--- src/verilog/pst_pkg.sv ---
/*
 * Package for the prescaled 16-bit timer: register map, field positions,
 * reset values and prescale figures.
 * Assumes a 32-bit classic Wishbone bus with byte addressing.
 */
package pst_pkg;
	localparam logic [7:0] PST_ADDR_CTRL = 8'h00;
	localparam logic [7:0] PST_ADDR_COUNT = 8'h04;
	localparam logic [7:0] PST_ADDR_PERIOD = 8'h08;
	localparam logic [7:0] PST_ADDR_STATUS = 8'h0C;
	localparam logic [7:0] PST_ADDR_MASK = 8'h10;
	localparam int PST_BIT_RUN = 15;
	localparam int PST_BIT_IDLE_HALT = 13;
	localparam int PST_BIT_GATE = 6;
	localparam int PST_BIT_PS_HI = 5;
	localparam int PST_BIT_PS_LO = 4;
	localparam int PST_BIT_SYNC = 2;
	localparam int PST_BIT_SRC = 1;
	localparam logic [15:0] PST_CTRL_WMASK = 16'hA076;
	localparam logic [15:0] PST_CTRL_RESET = 16'h0000;
	localparam logic [15:0] PST_COUNT_RESET = 16'h0000;
	localparam logic [15:0] PST_PERIOD_RESET = 16'hFFFF;
	localparam int PST_EV_PERIOD = 0;
	localparam int PST_EV_GATE = 1;
	localparam int PST_NUM_EV = 2;
	localparam logic [7:0] PST_DIV_1 = 8'h00;
	localparam logic [7:0] PST_DIV_8 = 8'h07;
	localparam logic [7:0] PST_DIV_64 = 8'h3F;
	localparam logic [7:0] PST_DIV_256 = 8'hFF;
	typedef enum logic [1:0] {
		PST_MODE_TIMER,
		PST_MODE_GATED,
		PST_MODE_SYNC_CNT,
		PST_MODE_ASYNC_CNT
	} pst_mode_t;
endpackage

--- src/verilog/pst_prescaler.sv ---
/*
 * Prescaler: counts input ticks and emits one output tick per 1, 8, 64
 * or 256 input ticks. Each clk_i cycle with tick_i high counts as one input tick.
 */
`timescale 1ns/1ns
module pst_prescaler
	import pst_pkg::*;
(
	input wire logic clk_i,
	input wire logic rst_i,
	input wire logic clear_i,
	input wire logic tick_i,
	input wire logic [1:0] select_i,
	output logic tick_o
);
	logic [7:0] cnt_ff;
	logic [7:0] nxt_cnt;
	logic [7:0] limit;
	logic wrap;

	assign limit = (select_i == 2'h3) ? PST_DIV_256 :
		(select_i == 2'h2) ? PST_DIV_64 :
		(select_i == 2'h1) ? PST_DIV_8 : PST_DIV_1;
	assign wrap = tick_i && (cnt_ff >= limit);
	assign nxt_cnt = clear_i ? 8'h00 : wrap ? 8'h00 : tick_i ? cnt_ff + 8'h01 : cnt_ff;
	assign tick_o = wrap && !clear_i;

	always_ff @(posedge clk_i) begin
		if (rst_i) begin
			cnt_ff <= 8'h00;
		end else begin
			cnt_ff <= nxt_cnt;
		end
	end
endmodule

--- src/verilog/pst_timer.sv ---
/*
 * Prescaled 16-bit timer/counter with control, count, period, status and
 * mask registers on classic Wishbone; one level interrupt output.
 * Assumes ext_count_i, gate_i and idle_i are synchronous to clk_i.
 */
// The register offsets and the Wishbone register port were decided locally.
`timescale 1ns/1ns
module pst_timer
	import pst_pkg::*;
(
	input wire logic clk_i,
	input wire logic rst_i,
	input wire logic wb_cyc_i,
	input wire logic wb_stb_i,
	input wire logic wb_we_i,
	input wire logic [7:0] wb_adr_i,
	input wire logic [3:0] wb_sel_i,
	input wire logic [31:0] wb_dat_i,
	output logic [31:0] wb_dat_o,
	output logic wb_ack_o,
	input wire logic ext_count_i,
	input wire logic gate_i,
	input wire logic idle_i,
	output logic irq_o,
	output logic [1:0] mode_o
);
	logic [15:0] ctrl_ff;
	logic [15:0] count_ff;
	logic [15:0] period_ff;
	logic [PST_NUM_EV-1:0] status_ff;
	logic [PST_NUM_EV-1:0] mask_ff;
	logic ext_prev_ff;
	logic gate_prev_ff;
	logic ps_sync_ff;
	logic [31:0] rdata;
	logic req;
	logic wr;
	logic rd;
	logic lo_en;
	logic hi_en;
	logic run;
	logic src_ext;
	logic sync_en;
	logic gate_en;
	logic halted;
	logic ext_rise;
	logic gate_fall;
	logic raw_tick;
	logic ps_tick;
	logic cnt_tick;
	logic period_hit;
	logic count_wr;
	logic [15:0] ctrl_wdata;
	logic [15:0] nxt_ctrl;
	logic [15:0] nxt_count;
	logic [15:0] nxt_period;
	logic [PST_NUM_EV-1:0] events;
	logic [PST_NUM_EV-1:0] nxt_status;
	logic [PST_NUM_EV-1:0] nxt_mask;
	pst_mode_t mode;

	// bus decode: single-cycle ack, never two acks in a row
	assign req = wb_cyc_i && wb_stb_i && !wb_ack_o;
	assign wr = req && wb_we_i;
	assign rd = req && !wb_we_i;
	assign lo_en = wb_sel_i[0];
	assign hi_en = wb_sel_i[1];

	assign run = ctrl_ff[PST_BIT_RUN];
	assign src_ext = ctrl_ff[PST_BIT_SRC];
	assign sync_en = src_ext && ctrl_ff[PST_BIT_SYNC];
	assign gate_en = !src_ext && ctrl_ff[PST_BIT_GATE];
	assign halted = ctrl_ff[PST_BIT_IDLE_HALT] && idle_i;

	always_comb begin
		case ({src_ext, src_ext ? ctrl_ff[PST_BIT_SYNC] : ctrl_ff[PST_BIT_GATE]})
			2'b00: mode = PST_MODE_TIMER;
			2'b01: mode = PST_MODE_GATED;
			2'b11: mode = PST_MODE_SYNC_CNT;
			2'b10: mode = PST_MODE_ASYNC_CNT;
			default: mode = PST_MODE_TIMER;
		endcase
	end

	// external pin counts on rising edges only
	assign ext_rise = ext_count_i && !ext_prev_ff;
	assign gate_fall = gate_prev_ff && !gate_i;
	// gated mode accumulates only while the gate is high
	assign raw_tick = run && !halted && (src_ext ? ext_rise : (!gate_en || gate_i));

	pst_prescaler u_prescaler (
		.clk_i(clk_i),
		.rst_i(rst_i),
		.clear_i(!run),
		.tick_i(raw_tick),
		.select_i(ctrl_ff[PST_BIT_PS_HI:PST_BIT_PS_LO]),
		.tick_o(ps_tick)
	);

	// sync stage sits after the prescaler; costs one cycle of latency
	assign cnt_tick = sync_en ? ps_sync_ff : ps_tick;
	assign period_hit = cnt_tick && (count_ff == period_ff);

	assign ctrl_wdata = {hi_en ? wb_dat_i[15:8] : ctrl_ff[15:8], lo_en ? wb_dat_i[7:0] : ctrl_ff[7:0]};
	assign nxt_ctrl = (wr && wb_adr_i == PST_ADDR_CTRL) ? (ctrl_wdata & PST_CTRL_WMASK) : ctrl_ff;

	// writes refused while a running synchronous counter owns the count
	assign count_wr = wr && (wb_adr_i == PST_ADDR_COUNT) && !(src_ext && ctrl_ff[PST_BIT_SYNC] && run);
	assign nxt_count = count_wr ?
		{hi_en ? wb_dat_i[15:8] : count_ff[15:8], lo_en ? wb_dat_i[7:0] : count_ff[7:0]} :
		period_hit ? 16'h0000 :
		cnt_tick ? count_ff + 16'h0001 : count_ff;

	assign nxt_period = (wr && wb_adr_i == PST_ADDR_PERIOD) ?
		{hi_en ? wb_dat_i[15:8] : period_ff[15:8], lo_en ? wb_dat_i[7:0] : period_ff[7:0]} : period_ff;

	assign events[PST_EV_PERIOD] = period_hit;
	assign events[PST_EV_GATE] = gate_en && run && !halted && gate_fall;
	// a new event wins over the clear-on-read
	assign nxt_status = ((rd && wb_adr_i == PST_ADDR_STATUS) ? {PST_NUM_EV{1'b0}} : status_ff) | events;
	assign nxt_mask = (wr && wb_adr_i == PST_ADDR_MASK && lo_en) ? wb_dat_i[PST_NUM_EV-1:0] : mask_ff;

	always_comb begin
		case (wb_adr_i)
			PST_ADDR_CTRL: rdata = {16'h0000, ctrl_ff};
			PST_ADDR_COUNT: rdata = {16'h0000, count_ff};
			PST_ADDR_PERIOD: rdata = {16'h0000, period_ff};
			PST_ADDR_STATUS: rdata = {{(32 - PST_NUM_EV){1'b0}}, status_ff};
			PST_ADDR_MASK: rdata = {{(32 - PST_NUM_EV){1'b0}}, mask_ff};
			default: rdata = 32'h0000_0000;
		endcase
	end

	always_ff @(posedge clk_i) begin
		if (rst_i) begin
			ctrl_ff <= PST_CTRL_RESET;
			count_ff <= PST_COUNT_RESET;
			period_ff <= PST_PERIOD_RESET;
			status_ff <= {PST_NUM_EV{1'b0}};
			mask_ff <= {PST_NUM_EV{1'b0}};
			ext_prev_ff <= 1'b0;
			gate_prev_ff <= 1'b0;
			ps_sync_ff <= 1'b0;
			wb_ack_o <= 1'b0;
			wb_dat_o <= 32'h0000_0000;
			irq_o <= 1'b0;
			mode_o <= 2'h0;
		end else begin
			ctrl_ff <= nxt_ctrl;
			count_ff <= nxt_count;
			period_ff <= nxt_period;
			status_ff <= nxt_status;
			mask_ff <= nxt_mask;
			ext_prev_ff <= ext_count_i;
			gate_prev_ff <= gate_i;
			ps_sync_ff <= ps_tick && sync_en;
			wb_ack_o <= req;
			wb_dat_o <= rd ? rdata : 32'h0000_0000;
			irq_o <= |(nxt_status & nxt_mask);
			mode_o <= mode;
		end
	end
endmodule

--- config.mk ---
export PLATFORM = sky130hd
export DESIGN_NAME = pst_timer
export DESIGN_NICKNAME = d
export VERILOG_FILES = /design/src/verilog/pst_pkg.sv /design/src/verilog/pst_prescaler.sv /design/src/verilog/pst_timer.sv
export SDC_FILE = /design/constraint.sdc
export NUM_CORES = 1
export LEC_CHECK = 0
export ABC_AREA = 0
export BUFFER_PORTS_ARGS = -buffer_cell sky130_fd_sc_hd__buf_2
export CAP_MARGIN = 40
export CORE_AREA = 4 4 102 177
export CTS_CLUSTER_SIZE = 28
export DETAILED_ROUTE_END_ITERATION = 10
export DIE_AREA = 0 0 106 181
export GPL_ROUTABILITY_DRIVEN = 0
export PLACE_DENSITY = 0.41
export SLEW_MARGIN = 20
export SYNTH_ARGS = -nofsm -noshare
export SYNTH_HDL_FRONTEND = slang
export SYNTH_SLANG_ARGS = --single-unit
--- constraint.sdc ---
create_clock -name clk_i -period 7.4 [get_ports clk_i]
set_input_delay 0.37 -clock clk_i [delete_from_list [all_inputs] [get_ports clk_i]]
set_output_delay 0.37 -clock clk_i [all_outputs]
set_load 0.01 [all_outputs]
After elaboration in Yosys (flattened, before gate mapping) --
Index checks and enable logic that the tools add are counted. Widths: inputs -> output; s select.
Word-level totals: output and inout bits 36, logic and storage cells 98, input bits 52, bits in registers 90
Operators by class: bitwise gates (word level) 4, equal/unequal tests 13, muxes and demuxes 15, $add $sub $neg 2, reduce and logical (&&, ||, !) cells 47, magnitude comparators 1
Operators by type and width (count):
- $pmux 16 s5 | 1
- $mux 16 | 3
- $mux 8 | 4
- $logic_and 1x1->1 | 26
- $add 16x1->16 const B | 1
- $eq 16x16->1 | 1
- $eq 8x4->1 const B | 2
- $reduce_and 2->1 | 6
- $add 8x1->8 const B | 1
- $eq 2x2->1 const B | 4
- $eq 8x3->1 const B | 1
- $eq 8x5->1 const B | 1
- $ge 8x8->1 | 1
- $logic_not 1->1 | 8
- $logic_not 8->1 | 1
- $pmux 2 s4 | 1
- $eq 2x1->1 const B | 2
- $mux 2 | 2
- $ne 2x2->1 const B | 2
- $reduce_or 2->1 | 2
- $mux 1 | 3
- $mux 3 | 1
- $reduce_bool 3->1 | 1
- $reduce_or 3->1 | 1
- 5 further kinds | 6

Depth between registers and ports, before layout --
Gate-level depths: netlist of run 1.
word-level depth 13, depth in mapped cells 9, gate-level depth less buffers 8

Hierarchy --
From an unflattened synthesis of run 1, not the netlist that was laid out.
Unflattened totals: cell total of the unflattened synthesis 509, area total of the unflattened synthesis 4326.6 µm²
Modules (own cells, without submodules):
- pst_timer | instances 1, area each 3704.8 µm², seq. area each 1321.3 µm², cells an instance 447
- pst_prescaler | instances 1, area each 621.8 µm², seq. area each 160.2 µm², cells an instance 62

Worst setup path before layout of run 1 --
No wires, ideal clock.
path type register -> register, from register ctrl_ff[4], to register count_ff[13], cell stages (with the launch flop) 8, path buffers 0, clock period less this slack 2443 ps, required time 7314 ps, arrival time 2357 ps, library setup time 86 ps, path slack 4957 ps, cells stage by stage dfxtp_1 or2_2 ha_1 o21ai_0 a221oi_1 o211ai_4 or3_1 a221oi_2
Between the ends: cells in the longest elaborated chain, start to end 11, elaborated cells between the ends (all ways) 15, those cells by class order compare (1); eq/ne (3); mux (6); reduce/logical (5)
Ends and longest elaborated chain:
- start, declared | RTL line pst_timer.sv:27 | logic [15:0] ctrl_ff;
- start signal, assigned | RTL line pst_timer.sv:149 | ctrl_ff <= nxt_ctrl;
- $eq 2x1->1 | RTL line pst_prescaler.sv:23 | (select_i == 2'h1) ? PST_DIV_8 : PST_DIV_1;
- $mux 3 | RTL line pst_prescaler.sv:23
- $mux 8 | RTL line pst_prescaler.sv:22 | (select_i == 2'h2) ? PST_DIV_64 :
- $mux 8 * | RTL line pst_prescaler.sv:21 | assign limit = (select_i == 2'h3) ? PST_DIV_256 :
- $ge 8x8->1 * | RTL line pst_prescaler.sv:24 | assign wrap = tick_i && (cnt_ff >= limit);
- $logic_and 1x1->1 * | RTL line pst_prescaler.sv:24
- $logic_and 1x1->1 * | RTL line pst_prescaler.sv:26 | assign tick_o = wrap && !clear_i;
- $mux 1 * | RTL line pst_timer.sv:101 | assign cnt_tick = sync_en ? ps_sync_ff : ps_tick;
- $logic_and 1x1->1 | RTL line pst_timer.sv:102 | assign period_hit = cnt_tick && (count_ff == period_ff);
- $reduce_bool 3->1 (no source line) / $mux 16 (equally long branches)
- $reduce_and 2->1 (no source line) / $mux 16 (equally long branches)
- end signal, assigned | RTL line pst_timer.sv:150 | count_ff <= nxt_count;
- end, declared | RTL line pst_timer.sv:28 | logic [15:0] count_ff;
Every way passes the cells marked *; elsewhere a longest branch is shown, timed or not. A chain may end at the register's enable or synchronous reset.

Worst setup path after layout of run 1 --
Same ends and word-level chain as after synthesis.

==> results.txt, run 1 <==
----------------------------------------------------
[Synthesis]
  Post-synthesis cell count ... about 480
  Fraction of synthesis flops using an asynchronous set or reset pin ... 0
  Post-synth top area share ... 0.363
  Synthesis Warnings ... 0
  Syn_area_per_cell ... 8.52 µm²
  Count of flip-flops with a built-in enable after synthesis ... 0
  Cell type contributing the most total cell area after synthesis ... dfxtp_1
  Netlist area before placement ... 4080 µm²
  Top_reg_cell synth ... dfxtp_1
  Top cells by area in the synthesized netlist ... dfxtp_1 36%, nor2_1 5.7%, xnor2_1 4.1%, mux2i_1 3.9%, buf_4 3.7%
  FF+latch count, synth ... 74
  Number of distinct standard cells referenced by the synthesized netlist ... 64
  Proportion of synthesized chip area in sequential cells ... 0.363

[Finish]
  Layout overhead on the synthesized area ... 15.9%
  Share of final-layout standard cells stronger than drive strength 1 ... 0.176
  Layout Cell Area excl Fill ... approximately 4700 µm²
  Storage element area ... 1480 µm²
  Filler cell count in the final layout ... approximately 1,900
  Number of nets in the final layout ... 575
  Antenna diode instance count ... 0
  Combined area of the multi-input logic cells ... roughly 2300 µm²
  Non-filler cells in the finished layout ... 745

[Worst setup path]
  R2r setup slk ... 4.42 ns
  CP endpoint kind ... flip-flop
  Number of cell instances on the worst register-to-register path ... 7
  Crit path arrival time ... 3.23 ns
  Crit Path Max Fanout ... 23
  Data required, critical path ... 7.65 ns
  Start of the worst register-to-register path ... ctrl_ff[4]
  Startpoint kind of the worst setup timing path ... flip-flop
  Capture point of the worst reg-to-reg path ... count_ff[13]
  Kind of critical path ... reg -> reg

[Timing]
  Post-Route Skew ... approximately 0.0095 ns
  Worst slew pin tran ... 0.806 ns
  PnR worst setup slack ... 4.42 ns
  Final-layout setup total negative slack ... 0 ns
  Endpoints failing hold ... 0
  Final Critical Period ... about 3 ns
  Highest clock frequency the design can meet ... 336 MHz
  Setup violation total in the final timing report ... 0
  Share of the clock period used by the worst path after layout ... 0.402
  Max Transition Viols Final ... 0
  Worst slew margin ... 0.463
  Setup repair after global routing missed its margin ... false

[GRT]
  Wire length of the first global-routing pass ... 19.8 mm
  Number of antenna violations at the first check in global routing ... 0
  GRT overflow ... 0
  Total GRT Usage ... 0.135
  Via count of the first global-routing pass ... 3,557
  Maximum number of pins on one net before global-route repair ... 56

[Clocking]
  CTS max path bufs ... 2
  Number of buffers inserted for hold repair after clock tree synthesis ... 0
  H-tree lvl count ... 3
  Clock transition at path regs ... 0.06 ns
  # clock sinks ... 74
  Post-CTS Resized ... 0
  Buffers inserted by post-CTS timing repair ... 0
  TritonCTS clock tree ... built
  Number of buffers inserted during clock tree synthesis ... 9
  Clock tree root driver cell ... clkbuf_16
  Insertion delay of the later-clocked pin in the worst-skew pair ... 0.34 ns

[Detailed routing]
  Number of iterations in the first detailed-routing pass ... 4
  Drt total wl ... 12.7 mm
  Via density per instance ... around 4.8
  Vias ... around 3,600
  First-iteration detailed-routing DRC count ... 178
  WL/cell ... around 17 µm
  Remaining antenna violation count after routing ... 0
  Residual DRC ... 0

[Hold path]
  Worst hold path depth ... 2
  Worst Hold Path EP ... ext_prev_ff
  Worst min-delay path category ... in -> reg
  Start point of the worst hold path ... ext_count_i

[Placement]
  IO buf count ... 53
  Half-perimeter wire length after placement ... between 9 and 10 mm
  Worst slack after detailed placement ... between 4 and 5 ns
  Cell area reported after detailed placement ... roughly 4400 µm²
  Placed Cells incl. Taps ... 729

[Pwr]
  Pwr per Cell Area ... approximately 190 nW/µm²
  Leakage power figure ... 0.00185 µW
  Worst voltage drop across the vdd grid ... approximately 0.00010 V
  Overall power of the completed layout ... 884 µW

[Outcome]
  Status ... finished clean

[Floorplan]
  Full die area ... between 15,000 and 20,000 µm²
  Starting density of the core ... 0.244
  Row Count ... 63
  Die Width ... approximately 110 µm
  Number of top-level pins ... 88
  Std-Cell Core Area ... 16,700 µm²
  Chip Height ... 181 µm

[Flow run]
  Number of max-cap violations ... 0

----------------------------------------------------
-- worst max-delay path by stage --
| stage | end | from | cells after the start | slack [ns] |
|---|---|---|---|---|
| after detailed placement | count_ff[9] | wb_adr_i[2] | 7 | 4.31 |
| after global placement | count_ff[10] | wb_adr_i[2] | 7 | 4.36 |
| after CTS | count_ff[13] | ctrl_ff[5] | 7 | 4.44 |
| after global routing | count_ff[13] | ctrl_ff[5] | 7 | 4.19 |
| final | count_ff[13] | ctrl_ff[4] | 7 | 4.42 |
| after floorplan | count_ff[13] | ctrl_ff[4] | 7 | 4.96 |
-- through the flow --
stage,hold WS (ns),util
after detailed placement,0.474,0.266
after global routing,0.300,0.283
after floorplan,0.455,-
final,0.274,0.283
after global placement,0.473,0.265
after CTS,0.269,0.283
-- routing by layer --
| metal | global-route usage | part of all wire |
|---|---|---|
| met1 | 0.148 | 0.39 |
| met2 | 0.247 | 0.53 |
| met3 | 0.0222 | 0.042 |
| met4 | 0.0643 | 0.035 |
| met5 | 0 | 0 |
-- cell usage in the layout (no fill, tap or decap), types with 7 or more instances in the layout --
master,synthesis,final
buf_2,8,54
nor2_1,62,62
nand2_1,24,24
nand3_1,17,17
clkbuf_16,0,9
nor3_1,12,12
a21oi_1,11,11
conb_1,1,16
nand4_1,9,9
xor2_1,7,7
dfxtp_1,74,74
a211o_1,16,16
a22oi_1,15,15
nor2b_1,7,7
o21ai_0,13,13
inv_1,29,29
xnor2_1,19,19
mux2i_1,16,16
ha_1,10,10
-- power breakdown --
group          total [µW]  internal, µW  switching [µW]
registers             400           399           0.587
logic                45.8          14.6            31.2
clock network         438           262             177
-- critical path: stages (launching register included) --
cell and delay [ns]:
dfxtp_1 0.36, or2_2 0.33, ha_1 0.28, o21ai_0 0.09
a221oi_1 0.72, o211ai_4 0.37, or3_1 0.49, a221oi_2 0.26
-- cell type report --
| cell class | count | area share |
|---|---|---|
| clock buffer | 10 | 0.0484 |
| sequential | 74 | 0.313 |
| clock inverter | 6 | 0.0137 |
| timing repair buffer | 57 | 0.0619 |
| inverter | 29 | 0.0230 |
| tap | 227 | 0.0600 |
| multi-input combinational | 342 | 0.480 |
-- cell families (layout without fill, tap and decap cells) --
logic type	after synthesis	after routing	synth area share
simple gates	174	174	0.221
compound gates	97	97	0.183
buf+inv	78	102	0.0944
flops	74	74	0.363
xor+xnor	26	26	0.0558
mux	19	19	0.0512
fa+ha+maj	10	10	0.0307
other cells	1	16	0.000919
-- state kept, by name (all words and copies together), names as in the netlist --
signal              cells
count_ff               16
period_ff              16
wb_dat_o               16
u_prescaler.cnt_ff      8
ctrl_ff                 7
mask_ff                 2
mode_o                  2
status_ff               2
ext_prev_ff             1
gate_prev_ff            1
irq_o                   1
ps_sync_ff              1
wb_ack_o                1
-- synthesized netlist by cell type, types with 3 or more instances --
cell type,count
nor3_1,12
a211oi_1,5
buf_2,8
nand2_1,24
nand2b_1,4
o21ai_0,13
a32oi_1,6
ha_1,10
a211o_1,16
nand3_1,17
clkbuf_1,19
nand3b_1,4
nand4_1,9
buf_4,20
and4_1,3
inv_1,29
nor4_1,6
nor2b_1,7
mux2i_1,16
a21oi_1,11
a22oi_1,15
a31oi_1,6
nor2_1,62
o211ai_1,4
dfxtp_1,74
o32ai_1,4
xor2_1,7
and3_1,5
xnor2_1,19
Power figures use the tool's default switching activity.
==> run 2, diff against run 1 <==
==> constraint.sdc (replaced) <==
create_clock -name clk_i -period 3.1 [get_ports clk_i]
set_input_delay 0.155 -clock clk_i [delete_from_list [all_inputs] [get_ports clk_i]]
set_output_delay 0.155 -clock clk_i [all_outputs]
set_load 0.01 [all_outputs]
==> run 2 against run 1 <==
Effect of this change:
- register-to-register slack worse by 4.0 ns
- first-iteration DRC count down 20%
- hold slack worse by 0.22 ns
- sequential cell count unchanged
- cell count up 1.9%
- wire length up 3.9%
- count of clock-buffer cells in the layout unchanged
- highest routed layer unchanged
==> results.txt, run 2 (same netlist as run 1, synthesis figures left out) <==
----------------------------------------------------
[Floorplan]
  Number of top-level pins ... 88
  Chip Height ... roughly 180 µm
  Die Width ... 106 µm
  Std-Cell Core Area ... 16,700 µm²
  Full die area ... approximately 19,000 µm²
  Row Count ... 63
  Starting density of the core ... 0.244

[Pwr]
  Clock power frac ... 0.486
  Worst voltage drop across the vdd grid ... roughly 0.00021 V
  Combinational power share ... 0.054
  Leakage power figure ... 0.00192 µW
  Internal Dissipation ... around 1600 µW
  Power spent charging and discharging nets ... 517 µW
  Sw frac ... 0.250
  Pwr per Cell Area ... 430 nW/µm²
  Sequential share of power ... 0.460

[Timing]
  Post-Route Skew ... 0.00791 ns
  Worst slew margin ... 0.425
  Highest clock frequency the design can meet ... 379 MHz
  Share of the clock period used by the worst path after layout ... 0.851
  Setup violation total in the final timing report ... 0
  Setup repair after global routing missed its margin ... false
  Worst slew pin tran ... 0.862 ns
  Endpoints failing hold ... 0
  Max Transition Viols Final ... 0
  Final Critical Period ... 2.64 ns
  PnR worst setup slack ... 0.462 ns
  Final-layout setup total negative slack ... 0 ns

[Clocking]
  TritonCTS clock tree ... built
  H-tree lvl count ... 3
  Clock transition at path regs ... approximately 0.06 ns
  Number of buffers inserted for hold repair after clock tree synthesis ... 0
  Insertion delay of the later-clocked pin in the worst-skew pair ... 0.34 ns
  # clock sinks ... 74
  CTS max path bufs ... 2
  Number of buffers inserted during clock tree synthesis ... 9
  Post-CTS Resized ... 0
  Buffers inserted by post-CTS timing repair ... 0
  Clock tree root driver cell ... clkbuf_16

[Finish]
  Share of final-layout standard cells stronger than drive strength 1 ... 0.199
  Largest regs ... count_ff (16), period_ff (16), wb_dat_o (16)
  Commonest cells after routing, fill and taps aside ... 74 x dfxtp_1, 62 x nor2_1, 53 x buf_2, 29 x inv_1, 24 x nand2_1
  Antenna diode instance count ... 0
  Most common library cell in the layout ignoring fill and taps ... dfxtp_1
  Number of nets in the final layout ... between 500 and 600
  Layout overhead on the synthesized area ... 18.2%

[Detailed routing]
  Via density per instance ... approximately 4.8
  Number of iterations in the first detailed-routing pass ... 4
  First-iteration detailed-routing DRC count ... 143
  Residual DRC ... 0
  Drt total wl ... 13.2 mm
  Vias ... around 3,600
  Remaining antenna violation count after routing ... 0
  WL/cell ... 17.3 µm

[GRT]
  Wire length of the first global-routing pass ... 20.7 mm
  Maximum number of pins on one net before global-route repair ... 40
  GRT overflow ... 0
  Total GRT Usage ... 0.141
  Number of antenna violations at the first check in global routing ... 0
  Via count of the first global-routing pass ... 3,652

[Flow run]
  Number of max-cap violations ... 0

[Placement]
  Worst slack after detailed placement ... 0.473 ns
  IO buf count ... 53
  Half-perimeter wire length after placement ... slightly above 10 mm

[Worst setup path]
  Max stage delay on crit path ... 0.44 ns
  Slowest stage cell on the critical path ... dfxtp_1
  Crit path arrival time ... 2.87 ns
  CP endpoint kind ... flip-flop
  Startpoint kind of the worst setup timing path ... flip-flop
  Kind of critical path ... reg -> reg
  Critical path cell sequence ... nand2_1 > ha_1 > a41oi_1 > o21ai_0 > nand2b_1 > o211ai_4 > buf_4 > o21ai_1 > a221oi_1
  Data required, critical path ... 3.33 ns
  Crit Path Max Fanout ... 15

[Hold path]
  Worst min-delay path category ... in -> reg

[Outcome]
  Status ... finished clean

----------------------------------------------------
run 2: path summary, 6_finish.rpt:
path,start,cells after the start,slack (ns),to
worst max-delay path,ctrl_ff[5],9,0.46,count_ff[8]
worst min-delay path,ext_count_i,2,0.05,ext_prev_ff
worst max register to register,ctrl_ff[5],9,0.46,count_ff[8]
worst min register to register,mask_ff[1],2,0.48,wb_dat_o[1]
run 2: per-stage QoR:
step                area (µm²)  utilization  hold WS [ns]  cells  power, µW
global placement          4550        0.272         0.394    743       1090
detailed placement        4550        0.272         0.394    743       1090
global route              4820        0.289        0.0709    759       2150
floorplan                 4140            -         0.283    494       1050
CTS                       4820        0.289        0.0455    759       2100
finish                    4820        0.289        0.0506    759       2070
run 2: critical path: cells and delay by family (launching register included):
family / cells / cell delay (ns)
buf+inv: 1 / 0.25
flops: 1 / 0.44
compound gates: 5 / 1.14
fa+ha+maj: 1 / 0.32
simple gates: 2 / 0.37
run 2: power by group through the flow:
| stage | combinational, µW | clock, µW | sequential, µW |
|---|---|---|---|
| after global placement | 112 | 0 | 975 |
| after CTS | 112 | 1030 | 954 |
| after detailed placement | 112 | 0 | 975 |
| after floorplan | 72.7 | 0 | 975 |
| final | 112 | 1010 | 954 |
| after global routing | 122 | 1080 | 953 |
run 2: cell type report:
cell class / instances / area, µm²
inverter: 29 / 109
fill: 1903 / 11900
clock buffer: 10 / 239
timing repair buffer: 71 / 400
sequential: 74 / 1480
tap: 227 / 284
clock inverter: 6 / 40.0
multi-input combinational: 342 / 2270
run 2: metal layers:
metal	up-vias	GRT usage	routed length, µm
met5	-	0	0
met3	21	0.0236	503
met2	101	0.258	7150
met1	1749	0.157	5140
li1	1767	-	-
met4	0	0.0617	374
